[config.mk]
export PLATFORM = sky130hd
export DESIGN_NAME = mii_phy_data_port
export DESIGN_NICKNAME = d
export VERILOG_FILES = /design/src/mii_port_pkg.sv /design/src/mii_phy_data_port.sv /design/src/mii_rx_buffer.sv
export SDC_FILE = /design/constraint.sdc
export NUM_CORES = 1
export LEC_CHECK = 0
export BUFFER_PORTS_ARGS = -buffer_cell sky130_fd_sc_hd__buf_2
export CAP_MARGIN = 20
export CORE_MARGIN = 2
export CORE_UTILIZATION = 50
export DETAILED_ROUTE_END_ITERATION = 8
export GPL_TIMING_DRIVEN = 0
export PLACE_DENSITY = 0.7
export SLEW_MARGIN = 20
export SYNTH_ARGS = -nofsm -noshare
export SYNTH_HDL_FRONTEND = slang
export SYNTH_SLANG_ARGS = --single-unit
export TNS_END_PERCENT = 100
[constraint.sdc]
create_clock -name i_clk -period 3 [get_ports i_clk]
set_clock_uncertainty 0.15 [all_clocks]
set_input_delay 0.15 -clock i_clk [delete_from_list [all_inputs] [get_ports i_clk]]
set_output_delay 0.15 -clock i_clk [all_outputs]
set_load 0.005 [all_outputs]
[src/mii_port_pkg.sv]
// Constants, types and code tables of the MII data port.
// Assumes a 100 MHz system clock drives every process.
package mii_port_pkg;
  // System clock and MII transmit clock rates
  localparam int CLK_FREQ_KHZ = 100000;
  localparam int TXCLK_100_KHZ = 25000;
  localparam int TXCLK_10_KHZ = 2500;
  localparam int HALF_100 = CLK_FREQ_KHZ / (2 * TXCLK_100_KHZ);
  localparam int HALF_10 = CLK_FREQ_KHZ / (2 * TXCLK_10_KHZ);
  localparam int DIV_W = 5;
  localparam logic [DIV_W-1:0] HALF_100_CNT = DIV_W'(HALF_100 - 1);
  localparam logic [DIV_W-1:0] HALF_10_CNT = DIV_W'(HALF_10 - 1);

  // Control code groups and false carrier nibble
  localparam logic [4:0] SYM_J = 5'h18;
  localparam logic [4:0] SYM_K = 5'h11;
  localparam logic [4:0] SYM_T = 5'h0d;
  localparam logic [4:0] SYM_R = 5'h07;
  localparam logic [4:0] SYM_IDLE = 5'h1f;
  localparam logic [4:0] SYM_HALT = 5'h04;
  localparam logic [3:0] FALSE_CARRIER_NIB = 4'he;

  // Receive buffer entry layout: {dv, er, nibble}
  localparam int RX_ENTRY_W = 6;
  localparam int RX_DV_BIT = 5;
  localparam int RX_ER_BIT = 4;
  localparam int RX_BUF_DEPTH = 2;

  typedef enum logic [1:0] {
    RX_IDLE  = 2'b00,
    RX_GOT_J = 2'b01,
    RX_FRAME = 2'b10,
    RX_GOT_T = 2'b11
  } rx_state_t;

  typedef enum logic [1:0] {
    TX_IDLE  = 2'b00,
    TX_DATA  = 2'b01,
    TX_END_T = 2'b10
  } tx_state_t;

  localparam logic [4:0] CODE_TABLE [16] = '{
    5'h1e, 5'h09, 5'h14, 5'h15, 5'h0a, 5'h0b, 5'h0e, 5'h0f,
    5'h12, 5'h13, 5'h16, 5'h17, 5'h1a, 5'h1b, 5'h1c, 5'h1d};

  // Nibble to data code group
  function automatic logic [4:0] encode_nibble(input logic [3:0] nib);
    encode_nibble = CODE_TABLE[nib];
  endfunction

  // Code group to {valid, nibble}
  function automatic logic [4:0] decode_symbol(input logic [4:0] sym);
    decode_symbol = 5'h00;
    for (int i = 0; i < 16; i++)
    begin
      if (CODE_TABLE[i] == sym)
      begin
        decode_symbol = {1'b1, 4'(i)};
      end
    end
  endfunction

  // Half period reload of a clock divider for the mode
  function automatic logic [DIV_W-1:0] half_count(input logic fast);
    half_count = fast ? HALF_100_CNT : HALF_10_CNT;
  endfunction
endpackage

[src/mii_phy_data_port.sv]
// Nibble-wide MII data port of a 10/100 PHY, facing a MAC.
// Assumes a decoded 5-bit code group stream from the line side,
// a recovered line clock pin, and MII pins from the MAC.
`timescale 1ns/1ps
// Contract
// RXD bit 0 is least significant.
// RXD changes at RXCLK rising edges.
// RXDV rises only after J then K.
// RXDV falls on T/R or signal error.
// RXDV changes only with receive clock.
// RXER unused in 10 Mb/s mode.
// RXER on frame error or false carrier.
// RXER changes only with receive clock.
// RXER conditioned by tristate request.
// Tristate request high releases receive pins.
// MAC drives tristate request per condition.
// TXCLK generated: 2.5 or 25 MHz.
// TXD bit 0 is least significant.
// TXD sampled at TXCLK rise under TXEN.
// Sampled nibbles sent in order.
// Transmission ends after TXEN falls.
// TXER ignored in 10 Mb/s mode.
// TXER sampled at TXCLK rise in 100.
// TXER sends HALT instead of nibble.
// Test bit selects alternate error code.
// RXCLK from line when linked, else reference.
// Alternate error code is a parameter.
module mii_phy_data_port #(
  parameter logic [4:0] ALT_ERR_CODE = 5'h08,
  parameter int         RX_DEPTH     = mii_port_pkg::RX_BUF_DEPTH
) (
  // Clock, reset, enable
  input  wire logic       i_clk,
  input  wire logic       i_rst,
  input  wire logic       i_ce,
  // Mode and control
  input  wire logic       i_speed_100,
  input  wire logic       i_link_up,
  input  wire logic       i_invalid_code_test,
  // Line receive stream
  input  wire logic       i_line_clk,
  input  wire logic [4:0] i_rx_sym,
  input  wire logic       i_rx_sym_valid,
  output logic            o_rx_sym_ready,
  // MII receive pins
  output logic            o_rxclk,
  output logic [3:0]      o_rxd,
  output logic            o_rxdv,
  output logic            o_rxer,
  output logic            o_rx_oe,
  input  wire logic       i_receive_tristate_request,
  // MII transmit pins
  output logic            o_txclk,
  input  wire logic [3:0] i_txd,
  input  wire logic       i_txen,
  input  wire logic       i_txer,
  // Line transmit stream
  output logic [4:0]      o_tx_sym,
  output logic            o_tx_sym_valid,
  output logic            o_tx_active
);
  localparam int DW = mii_port_pkg::DIV_W;
  localparam int EW = mii_port_pkg::RX_ENTRY_W;

  typedef struct packed {
    logic                    line_s1;
    logic                    line_s2;
    logic                    tri_s1;
    logic                    tri_s2;
    logic [3:0]              txd_s1;
    logic [3:0]              txd_s2;
    logic                    txen_s1;
    logic                    txen_s2;
    logic                    txer_s1;
    logic                    txer_s2;
    logic [DW-1:0]           rx_div;
    logic [DW-1:0]           tx_div;
    logic                    rxclk;
    logic                    txclk;
    mii_port_pkg::rx_state_t rx_state;
    mii_port_pkg::tx_state_t tx_state;
    logic [3:0]              rxd;
    logic                    rxdv;
    logic                    rxer;
    logic                    rx_oe;
    logic [4:0]              tx_sym;
    logic                    tx_sym_valid;
  } port_state_t;

  port_state_t   st_reg;
  port_state_t   st_next;
  logic          rx_tick;
  logic          tx_rise;
  logic          sym_take;
  logic [4:0]    dec;
  logic          push_valid;
  logic [EW-1:0] push_data;
  logic          buf_in_ready;
  logic [EW-1:0] buf_out_data;
  logic          buf_out_valid;
  logic [4:0]    err_sym;
  logic [4:0]    data_sym;

  // Receive entries wait here until the next RXCLK rise
  mii_rx_buffer #(
    .W     (EW),
    .DEPTH (RX_DEPTH)
  ) u_rx_buffer (
    .i_clk       (i_clk),
    .i_rst       (i_rst),
    .i_ce        (i_ce),
    .i_in_data   (push_data),
    .i_in_valid  (push_valid),
    .o_in_ready  (buf_in_ready),
    .o_out_data  (buf_out_data),
    .o_out_valid (buf_out_valid),
    .i_out_ready (rx_tick)
  );

  // Source stalls whenever the buffer is full
  assign o_rx_sym_ready = buf_in_ready && i_ce;

  // Pin outputs straight from the state register
  assign o_rxclk = st_reg.rxclk;
  assign o_rxd = st_reg.rxd;
  assign o_rxdv = st_reg.rxdv;
  assign o_rxer = st_reg.rxer;
  assign o_rx_oe = st_reg.rx_oe;
  assign o_txclk = st_reg.txclk;
  assign o_tx_sym = st_reg.tx_sym;
  assign o_tx_sym_valid = st_reg.tx_sym_valid;
  assign o_tx_active = (st_reg.tx_state != mii_port_pkg::TX_IDLE);

  // All next-state logic
  always_comb
  begin
    st_next = st_reg;
    rx_tick = 1'b0;
    tx_rise = 1'b0;
    push_valid = 1'b0;
    push_data = '0;
    sym_take = i_rx_sym_valid && buf_in_ready && i_ce;
    dec = mii_port_pkg::decode_symbol(i_rx_sym);
    err_sym = i_invalid_code_test ? ALT_ERR_CODE : mii_port_pkg::SYM_HALT;
    data_sym = (i_speed_100 && st_reg.txer_s2) ? err_sym
             : mii_port_pkg::encode_nibble(st_reg.txd_s2);
    if (i_ce)
    begin
      // Pin synchronisers
      st_next.line_s1 = i_line_clk;
      st_next.line_s2 = st_reg.line_s1;
      st_next.tri_s1 = i_receive_tristate_request;
      st_next.tri_s2 = st_reg.tri_s1;
      st_next.txd_s1 = i_txd;
      st_next.txd_s2 = st_reg.txd_s1;
      st_next.txen_s1 = i_txen;
      st_next.txen_s2 = st_reg.txen_s1;
      st_next.txer_s1 = i_txer;
      st_next.txer_s2 = st_reg.txer_s1;
      // Release the receive pins while the MAC is tristated
      st_next.rx_oe = !st_reg.tri_s2;

      // Receive clock source
      if (i_link_up)
      begin
        st_next.rxclk = st_reg.line_s2;
        st_next.rx_div = mii_port_pkg::half_count(i_speed_100);
      end
      else if (st_reg.rx_div == '0)
      begin
        st_next.rxclk = !st_reg.rxclk;
        st_next.rx_div = mii_port_pkg::half_count(i_speed_100);
      end
      else
      begin
        st_next.rx_div = st_reg.rx_div - 1'b1;
      end
      rx_tick = st_next.rxclk && !st_reg.rxclk;

      // Receive pins move only at an RXCLK rise
      if (rx_tick)
      begin
        if (buf_out_valid)
        begin
          st_next.rxd = buf_out_data[3:0];
          st_next.rxdv = buf_out_data[mii_port_pkg::RX_DV_BIT];
          st_next.rxer = buf_out_data[mii_port_pkg::RX_ER_BIT]
                       && i_speed_100;
        end
        else
        begin
          st_next.rxdv = 1'b0;
          st_next.rxer = 1'b0;
        end
      end

      // Stream delimiter and data decoding
      if (!i_link_up)
      begin
        st_next.rx_state = mii_port_pkg::RX_IDLE;
      end
      else if (sym_take)
      begin
        unique case (st_reg.rx_state)
          mii_port_pkg::RX_IDLE:
          begin
            if (i_rx_sym == mii_port_pkg::SYM_J)
            begin
              st_next.rx_state = mii_port_pkg::RX_GOT_J;
            end
            else if (i_rx_sym != mii_port_pkg::SYM_IDLE)
            begin
              push_valid = 1'b1;
              push_data = {2'b01, mii_port_pkg::FALSE_CARRIER_NIB};
            end
          end
          mii_port_pkg::RX_GOT_J:
          begin
            if (i_rx_sym == mii_port_pkg::SYM_K)
            begin
              st_next.rx_state = mii_port_pkg::RX_FRAME;
            end
            else
            begin
              push_valid = 1'b1;
              push_data = {2'b01, mii_port_pkg::FALSE_CARRIER_NIB};
              st_next.rx_state = mii_port_pkg::RX_IDLE;
            end
          end
          mii_port_pkg::RX_FRAME:
          begin
            if (i_rx_sym == mii_port_pkg::SYM_T)
            begin
              st_next.rx_state = mii_port_pkg::RX_GOT_T;
            end
            else if (dec[4])
            begin
              push_valid = 1'b1;
              push_data = {2'b10, dec[3:0]};
            end
            else
            begin
              push_valid = 1'b1;
              push_data = {2'b11, 4'h0};
              st_next.rx_state = mii_port_pkg::RX_IDLE;
            end
          end
          mii_port_pkg::RX_GOT_T:
          begin
            if (i_rx_sym != mii_port_pkg::SYM_R)
            begin
              push_valid = 1'b1;
              push_data = {2'b11, 4'h0};
            end
            st_next.rx_state = mii_port_pkg::RX_IDLE;
          end
        endcase
      end

      // Transmit clock divider
      if (st_reg.tx_div == '0)
      begin
        st_next.txclk = !st_reg.txclk;
        st_next.tx_div = mii_port_pkg::half_count(i_speed_100);
      end
      else
      begin
        st_next.tx_div = st_reg.tx_div - 1'b1;
      end
      tx_rise = st_next.txclk && !st_reg.txclk;

      // Transmit sampling and code group output
      st_next.tx_sym_valid = 1'b0;
      if (tx_rise)
      begin
        unique case (st_reg.tx_state)
          mii_port_pkg::TX_IDLE:
          begin
            if (st_reg.txen_s2)
            begin
              st_next.tx_sym = data_sym;
              st_next.tx_sym_valid = 1'b1;
              st_next.tx_state = mii_port_pkg::TX_DATA;
            end
          end
          mii_port_pkg::TX_DATA:
          begin
            st_next.tx_sym_valid = 1'b1;
            if (st_reg.txen_s2)
            begin
              st_next.tx_sym = data_sym;
            end
            else
            begin
              st_next.tx_sym = mii_port_pkg::SYM_T;
              st_next.tx_state = mii_port_pkg::TX_END_T;
            end
          end
          mii_port_pkg::TX_END_T:
          begin
            st_next.tx_sym = mii_port_pkg::SYM_R;
            st_next.tx_sym_valid = 1'b1;
            st_next.tx_state = mii_port_pkg::TX_IDLE;
          end
          default:
          begin
            st_next.tx_state = mii_port_pkg::TX_IDLE;
          end
        endcase
      end
    end
  end

  // State register
  always_ff @(posedge i_clk or posedge i_rst)
  begin
    if (i_rst)
      st_reg <= '0;
    else
      st_reg <= st_next;
  end
endmodule

[src/mii_rx_buffer.sv]
// Small valid/ready buffer for receive entries.
// Assumes the same clock, reset and clock enable as its parent.
`timescale 1ns/1ps
module mii_rx_buffer #(
  parameter int W     = 6,
  parameter int DEPTH = 2
) (
  // Clock, reset and clock enable
  input  wire logic         i_clk,
  input  wire logic         i_rst,
  input  wire logic         i_ce,
  // Fill side
  input  wire logic [W-1:0] i_in_data,
  input  wire logic         i_in_valid,
  output logic              o_in_ready,
  // Drain side
  output logic [W-1:0]      o_out_data,
  output logic              o_out_valid,
  input  wire logic         i_out_ready
);
  localparam int PW = (DEPTH > 1) ? $clog2(DEPTH) : 1;
  localparam int CW = $clog2(DEPTH + 1);

  typedef struct packed {
    logic [DEPTH-1:0][W-1:0] mem;
    logic [PW-1:0]           wr_ptr;
    logic [PW-1:0]           rd_ptr;
    logic [CW-1:0]           count;
  } buf_state_t;

  buf_state_t st_reg;
  buf_state_t st_next;
  logic       push;
  logic       pop;

  // Pointer step with wrap at the depth
  function automatic logic [PW-1:0] step(input logic [PW-1:0] p);
    step = (p == PW'(DEPTH - 1)) ? '0 : p + 1'b1;
  endfunction

  // Honest flags straight from the count
  assign o_in_ready = (st_reg.count != CW'(DEPTH));
  assign o_out_valid = (st_reg.count != '0);
  assign o_out_data = st_reg.mem[st_reg.rd_ptr];

  // Next state of the buffer
  always_comb
  begin
    st_next = st_reg;
    push = i_ce && i_in_valid && o_in_ready;
    pop = i_ce && i_out_ready && o_out_valid;
    if (push)
    begin
      st_next.mem[st_reg.wr_ptr] = i_in_data;
      st_next.wr_ptr = step(st_reg.wr_ptr);
    end
    if (pop)
    begin
      st_next.rd_ptr = step(st_reg.rd_ptr);
    end
    if (push && !pop)
    begin
      st_next.count = st_reg.count + 1'b1;
    end
    else if (pop && !push)
    begin
      st_next.count = st_reg.count - 1'b1;
    end
  end

  // State register
  always_ff @(posedge i_clk or posedge i_rst)
  begin
    if (i_rst)
      st_reg <= '0;
    else
      st_reg <= st_next;
  end
endmodule

After elaboration in Yosys (flattened, before gate mapping)
Memories as Yosys holds them, arrays and structs flattened.
Cells that the tools add are included.
- bitwise gates (word level): 1
- reductions and logical operators: 32
- add/sub/neg operators: 6
- equal/unequal tests: 32
- multiplexer cells: 73
- $lt $le $gt $ge: 4
- operator list (operator ; number):
    $mux W5 ; 28
    $eq A5 B5 Y1 const A ; 11
    $mux W6 ; 9
    $eq A4 B5 Y1 const A ; 5
    $pmux W6 S4 ; 1
    $mux W2 ; 11
    $pmux W6 S3 ; 1
    $mux W1 ; 17
    $logic_and A1 B1 Y1 ; 14
    $bwmux W12 ; 1
    $reduce_and A4 Y1 ; 3
    $eq A5 B5 Y1 const B ; 2
    $logic_not A5 Y1 ; 2
    $sub A5 B1 Y5 const B ; 2
    $pmux W2 S4 ; 1
    $demux W6 S1 ; 1
    $eq A2 B2 Y1 const B ; 3
    $ne A2 B2 Y1 const B ; 3
    $reduce_bool A2 Y1 ; 3
    $eq A5 B4 Y1 const B ; 1
    $ge A5 B5 Y1 const B ; 1
    $logic_not A1 Y1 ; 5
    $ne A5 B3 Y1 const B ; 1
    $ne A5 B5 Y1 const B ; 1
    other kinds (17) ; 21
- memories kept: 1
- word-level logic and storage cells: 176
- output and inout port bits: 17
- memory bits (read-only): 80
- bits of input ports: 20
- register bits after elaboration: 61
- memories (name ; words ; bits a word ; read ports ; clocked after memory_dff ; wr ports ; RTL line ; source):
    (name not given) ; 16 ; 5 ; 1 ; 0 ; 0 ; mii_port_pkg.sv:48 ; encode_nibble = CODE_TABLE[nib];

Longest topological paths before layout
- word-level depth: 24
- depth in mapped cells: 11
- mapped depth without buffers: 11

Modules after synthesis
Synthesis repeated with hierarchy kept, for this count alone.
- cell total of the unflattened synthesis: 320
- area total of the unflattened synthesis: 3348.2 um^2
- modules (own cells, without submodules) (module ; area each (um^2) ; cells each ; times used ; seq. area each (um^2)):
    mii_phy_data_port ; 2580.0 ; 270 ; 1 ; 1126.1
    mii_rx_buffer ; 768.2 ; 50 ; 1 ; 400.4

Worst setup path before layout
Ideal clock, no wire load.
- path kind: register -> register
- start point: reg st_reg[24] (netlist bit)
- end point: reg u_rx_buffer.st_reg[1] (netlist bit)
- library setup time: 0.079 ns
- buffers on the path: 0
- period minus slack after synthesis: 2.250 ns
- stages on the path, launching flop included: 11
- path slack: 0.750 ns
- data required time: 2.771 ns
- arrival time: 2.021 ns
- cells stage by stage: dfrtp_1 -> inv_1 -> ha_1 -> nor4b_2 -> nand2b_1 -> a21oi_1 -> o21a_1 -> inv_1 -> ha_1 -> nor2_1 -> xor2_1
- longest elaborated chain between the ends: 11
- elaborated cells on any way between the ends: 13
- classes of those cells: 5 x mux; 8 x reduce/logical
- ends and longest elaborated chain (element ; RTL line ; source):
    start, declared ; mii_phy_data_port.sv:90 ; port_state_t st_reg;
    start signal, assigned ; mii_phy_data_port.sv:320 ; st_reg <= st_next;
    $logic_not A5 Y1 * ; mii_phy_data_port.sv:169 ; else if (st_reg.rx_div == '0)
    $mux W1 * ; mii_phy_data_port.sv:169 ;
    $mux W1 * ; mii_phy_data_port.sv:164 ; if (i_link_up)
    $mux W1 * ; mii_phy_data_port.sv:147 ; if (i_ce)
    $logic_and A1 B1 Y1 * ; mii_phy_data_port.sv:178 ; rx_tick = st_next.rxclk && !st_reg.rxclk;
    $mux W1 * ; mii_phy_data_port.sv:147 ;
    $logic_and A1 B1 Y1 * (2 in a row) ; mii_rx_buffer.sv:51 ; pop = i_ce && i_out_ready && o_out_valid;
    $logic_not A1 Y1 ; mii_rx_buffer.sv:61 ; if (push && !pop)
    $logic_and A1 B1 Y1 ; mii_rx_buffer.sv:61 ;
    $mux W2 or $reduce_bool A2 Y1 (tied branches) ; -- ;
    end signal, assigned ; mii_rx_buffer.sv:77 ; st_reg <= st_next;
    end, declared ; mii_rx_buffer.sv:31 ; buf_state_t st_reg;
Mark *: on every way between the ends. The rest lies on a longest branch, timed or not. The select of a mux whose other input is x is not followed.
A chain may end at the register's enable or synchronous reset.

Worst setup path after layout
Ends and elaborated chain as after synthesis.

==> flow_metrics.py <==
metrics = {
    "cts": {
        "cts_hold_buffers": 9,
        "postCtsSetupBuffers": 0,
        "cts_tree": "built",
        "clkTransAtPathRegs_ps": 60,
        "postCtsResizedCells": 0,
        "h-tree-depth": 3,
        "worst_skew_pair.late_latency_ps": 330,
        "root_buffer": "clkbuf_8",
        "clock_path_buffers": 2,
        "cts_num_sinks": 61,
        "cts_made_buffers": 9,
    },
    "die": {
        "die_y_um": 85.85,
        "io_pins": 37,
        "start_util_pct": 52.15,
        "rows": 29,
        "die_area_mm2": 0.007369,
        "die_x_um": 85.85,
        "core_mm2": 0.006422,
    },
    "route": {
        "vias": 2530,
        "drtAntennaViolNets": 0,
        "routed_wl_mm": 6.350,
        "drt-initial-drc-count": 96,
        "drtPass1Iterations": 6,
        "viasPerCell": 5.500,
        "wire_per_inst_um": 13.80,
        "route.detailed.drc": 0,
    },
    "setup_path": {
        "critical_path.slowest_cell": "dfrtp_1",
        "crit_path_start_kind": "flop",
        "end_kind": "flop",
        "path_delay_family": "compound AO/OA/AOI/OAI gates",
        "cpPeakStageDelay_ps": 410,
        "worstSetupStartpoint": "st_reg[24]$_DFFE_PP0P_",
        "critPathBufInv": 2,
        "crit_cells": 11,
        "crit_end": "u_rx_buffer.st_reg[1]$_DFFE_PP0P_",
        "crit_arrival_ps": 2890,
        "cp_max_fo": 6,
        "reg2reg_depth": 11,
        "r2r_end": "u_rx_buffer.st_reg[1]$_DFFE_PP0P_",
        "r2r_setup_slack_ps": 200,
        "cp_data_required_time_ps": 3100,
        "r2r-start": "st_reg[24]$_DFFE_PP0P_",
        "path_cells": "inv_1, ha_1, nor4b_2, nand2b_1, a21oi_1, o21a_1, inv_1, ha_1, xor2_1, nor2_1, xor2_1",
        "crit_type": "reg2reg",
    },
    "synthesis": {
        "synth_top_cell_by_area": "dfrtp_1",
        "netlist_top_cells_area": "dfrtp_1 (46%), mux2_2 (11%), nand2_1 (3.5%), ha_1 (3.0%), o21ai_0 (2.8%)",
        "synthCells": 322,
        "synth-async-reset-ratio_pct": 100.0,
        "yosys.cell_types.count": 55,
        "synth-seq-cells": 61,
        "synth-seq-area-share_pct": 45.57,
        "ys.flop_type": "dfrtp_1",
        "avgSynthCellArea_um2": 10.40,
        "yosysWarningCount": 0,
        "synth_edf_count": 0,
        "synth_common_cells": "dfrtp_1 (61), mux2_2 (34), nand2_1 (31), o21ai_0 (19), inv_1 (16)",
        "syn-cell-area_mm2": 0.003349,
        "synth_top_area_share_pct": 45.57,
        "synth_most_common_cell": "dfrtp_1",
        "synth_fp_nets": 350,
    },
    "pwr": {
        "peakVddDrop_uv": 457.4,
        "p_leak_nw": 1.744,
        "powerDensity_mw_per_mm2": 729.7,
    },
    "placement": {
        "post-dp-hpwl_mm": 4.599,
        "gp_congestion": 0.8643,
        "place_ws_ps": 232.8,
        "io_buffers": 35,
        "dpl_cell_area_mm2": 0.003643,
    },
    "finish": {
        "n_fill_cell": 542,
        "nets": 406,
        "diodes": 0,
        "area_growth_pct": 18.19,
        "fin_util_pct": 61.64,
        "drive_gt1_share_pct": 29.24,
        "final_area_mm2": 0.003959,
        "largest_register_ff_count": 30,
    },
    "global_route": {
        "grt_max_degree": 32,
        "antenna_found_initial": 0,
        "grt_pass1_wl_mm": 11.27,
        "grt_pass1_vias": 2500,
        "grt_overflow": 0,
        "track_usage_pct": 19.42,
    },
    "timing": {
        "fmax_mhz": 357.7,
        "relSlewSlack_pct": 63.62,
        "min_period_over_period_pct": 93.18,
        "tightest_slew_ps": 545.7,
        "fin_ws_ps": 204.7,
        "rsz0062_at_grt": "no",
        "slew_violations": 0,
        "setup_viol": 0,
        "min_period_ps": 2795,
        "fin_setup_tns_ps": 0,
        "whs_ps": 54.11,
        "hold_viol_final": 0,
    },
    "worst_hold_path": {
        "min_path_type": "in2reg",
    },
    "run_status": {
        "outcome": "completed",
    },
    "job": {
        "cap_viol_max_count": 0,
    },
}
[kinds of logic (layout without fill, tap and decap cells)]
kind of cell	count (synthesis)	in the layout	share of synthesized area, %
compound gates	60	60	12.33
xor+xnor	9	9	2.354
fa+ha+maj	8	8	2.989
buf+inv	40	101	5.641
flops	61	61	45.57
mux	40	40	13.30
simple gates	104	104	17.82
[per-layer routing]
metal	GRT usage [%]	share of wire, %
met3	4.235	3.3
met5	0	0
met1	25.52	47
met2	31.11	48
met4	8.369	1.8
[layout make-up]
| type | instances | area, um2 | share of cell area (%) |
|---|---|---|---|
| multi-input combinational | 221 | 1634 | 41.28 |
| sequential | 61 | 1526 | 38.56 |
| timing repair buffer | 45 | 285.3 | 7.206 |
| clock buffer | 12 | 155.1 | 3.919 |
| buffer | 24 | 128.9 | 3.255 |
| tap | 77 | 96.34 | 2.434 |
| clock inverter | 4 | 70.07 | 1.770 |
| inverter | 16 | 62.56 | 1.580 |
[through the flow]
step | power (W) | std cells
after floorplan | 0.001850 | 322
after global placement | 0.002052 | 434
after detailed placement | 0.002088 | 435
after CTS | 0.002923 | 460
after global routing | 0.003102 | 460
final | 0.002889 | 460
[layout by cell type (no fill, tap or decap), types with 3 or more instances in the layout]
cell type	synthesis	routed
dfrtp_1	61	61
buf_2	4	39
mux2_2	34	34
nand2_1	31	31
o21ai_0	19	19
inv_1	16	15
nor2_1	15	15
a21oi_1	11	11
clkbuf_8	0	11
nand3_1	10	10
buf_4	9	9
dlygate4sd3_1	0	9
clkbuf_1	7	8
ha_1	8	8
nor3b_1	7	7
nor3_1	7	7
nand2b_1	7	7
xnor2_1	7	7
nor2b_1	5	5
buf_1	4	4
mux2i_1	4	4
o21a_1	3	3
and3_1	3	3
o211ai_1	3	3
[power breakdown]
group / internal [W] / switching (W)
Combinational: 0.000455 / 0.000381
Sequential: 0.00107 / 0.000170
Clock: 0.000511 / 0.000306
[how the worst min path moves through the flow]
stage,from,endpoint,slack (ps),cells past startpoint
2_1_floorplan,i_txer,st_reg[30]$_DFFE_PP0P_,150,1
3_3_place_gp,i_txd[1],st_reg[38]$_DFFE_PP0P_,230,2
3_5_place_dp,i_rst,o_tx_sym[2]$_DFFE_PP0P_,30,2
4_1_cts,i_speed_100,o_rxer$_DFFE_PP0P_,30,2
5_1_grt,i_speed_100,o_rxer$_DFFE_PP0P_,50,2
6_report,i_speed_100,o_rxer$_DFFE_PP0P_,50,2
Note: power is estimated with default switching activity, not from simulation.
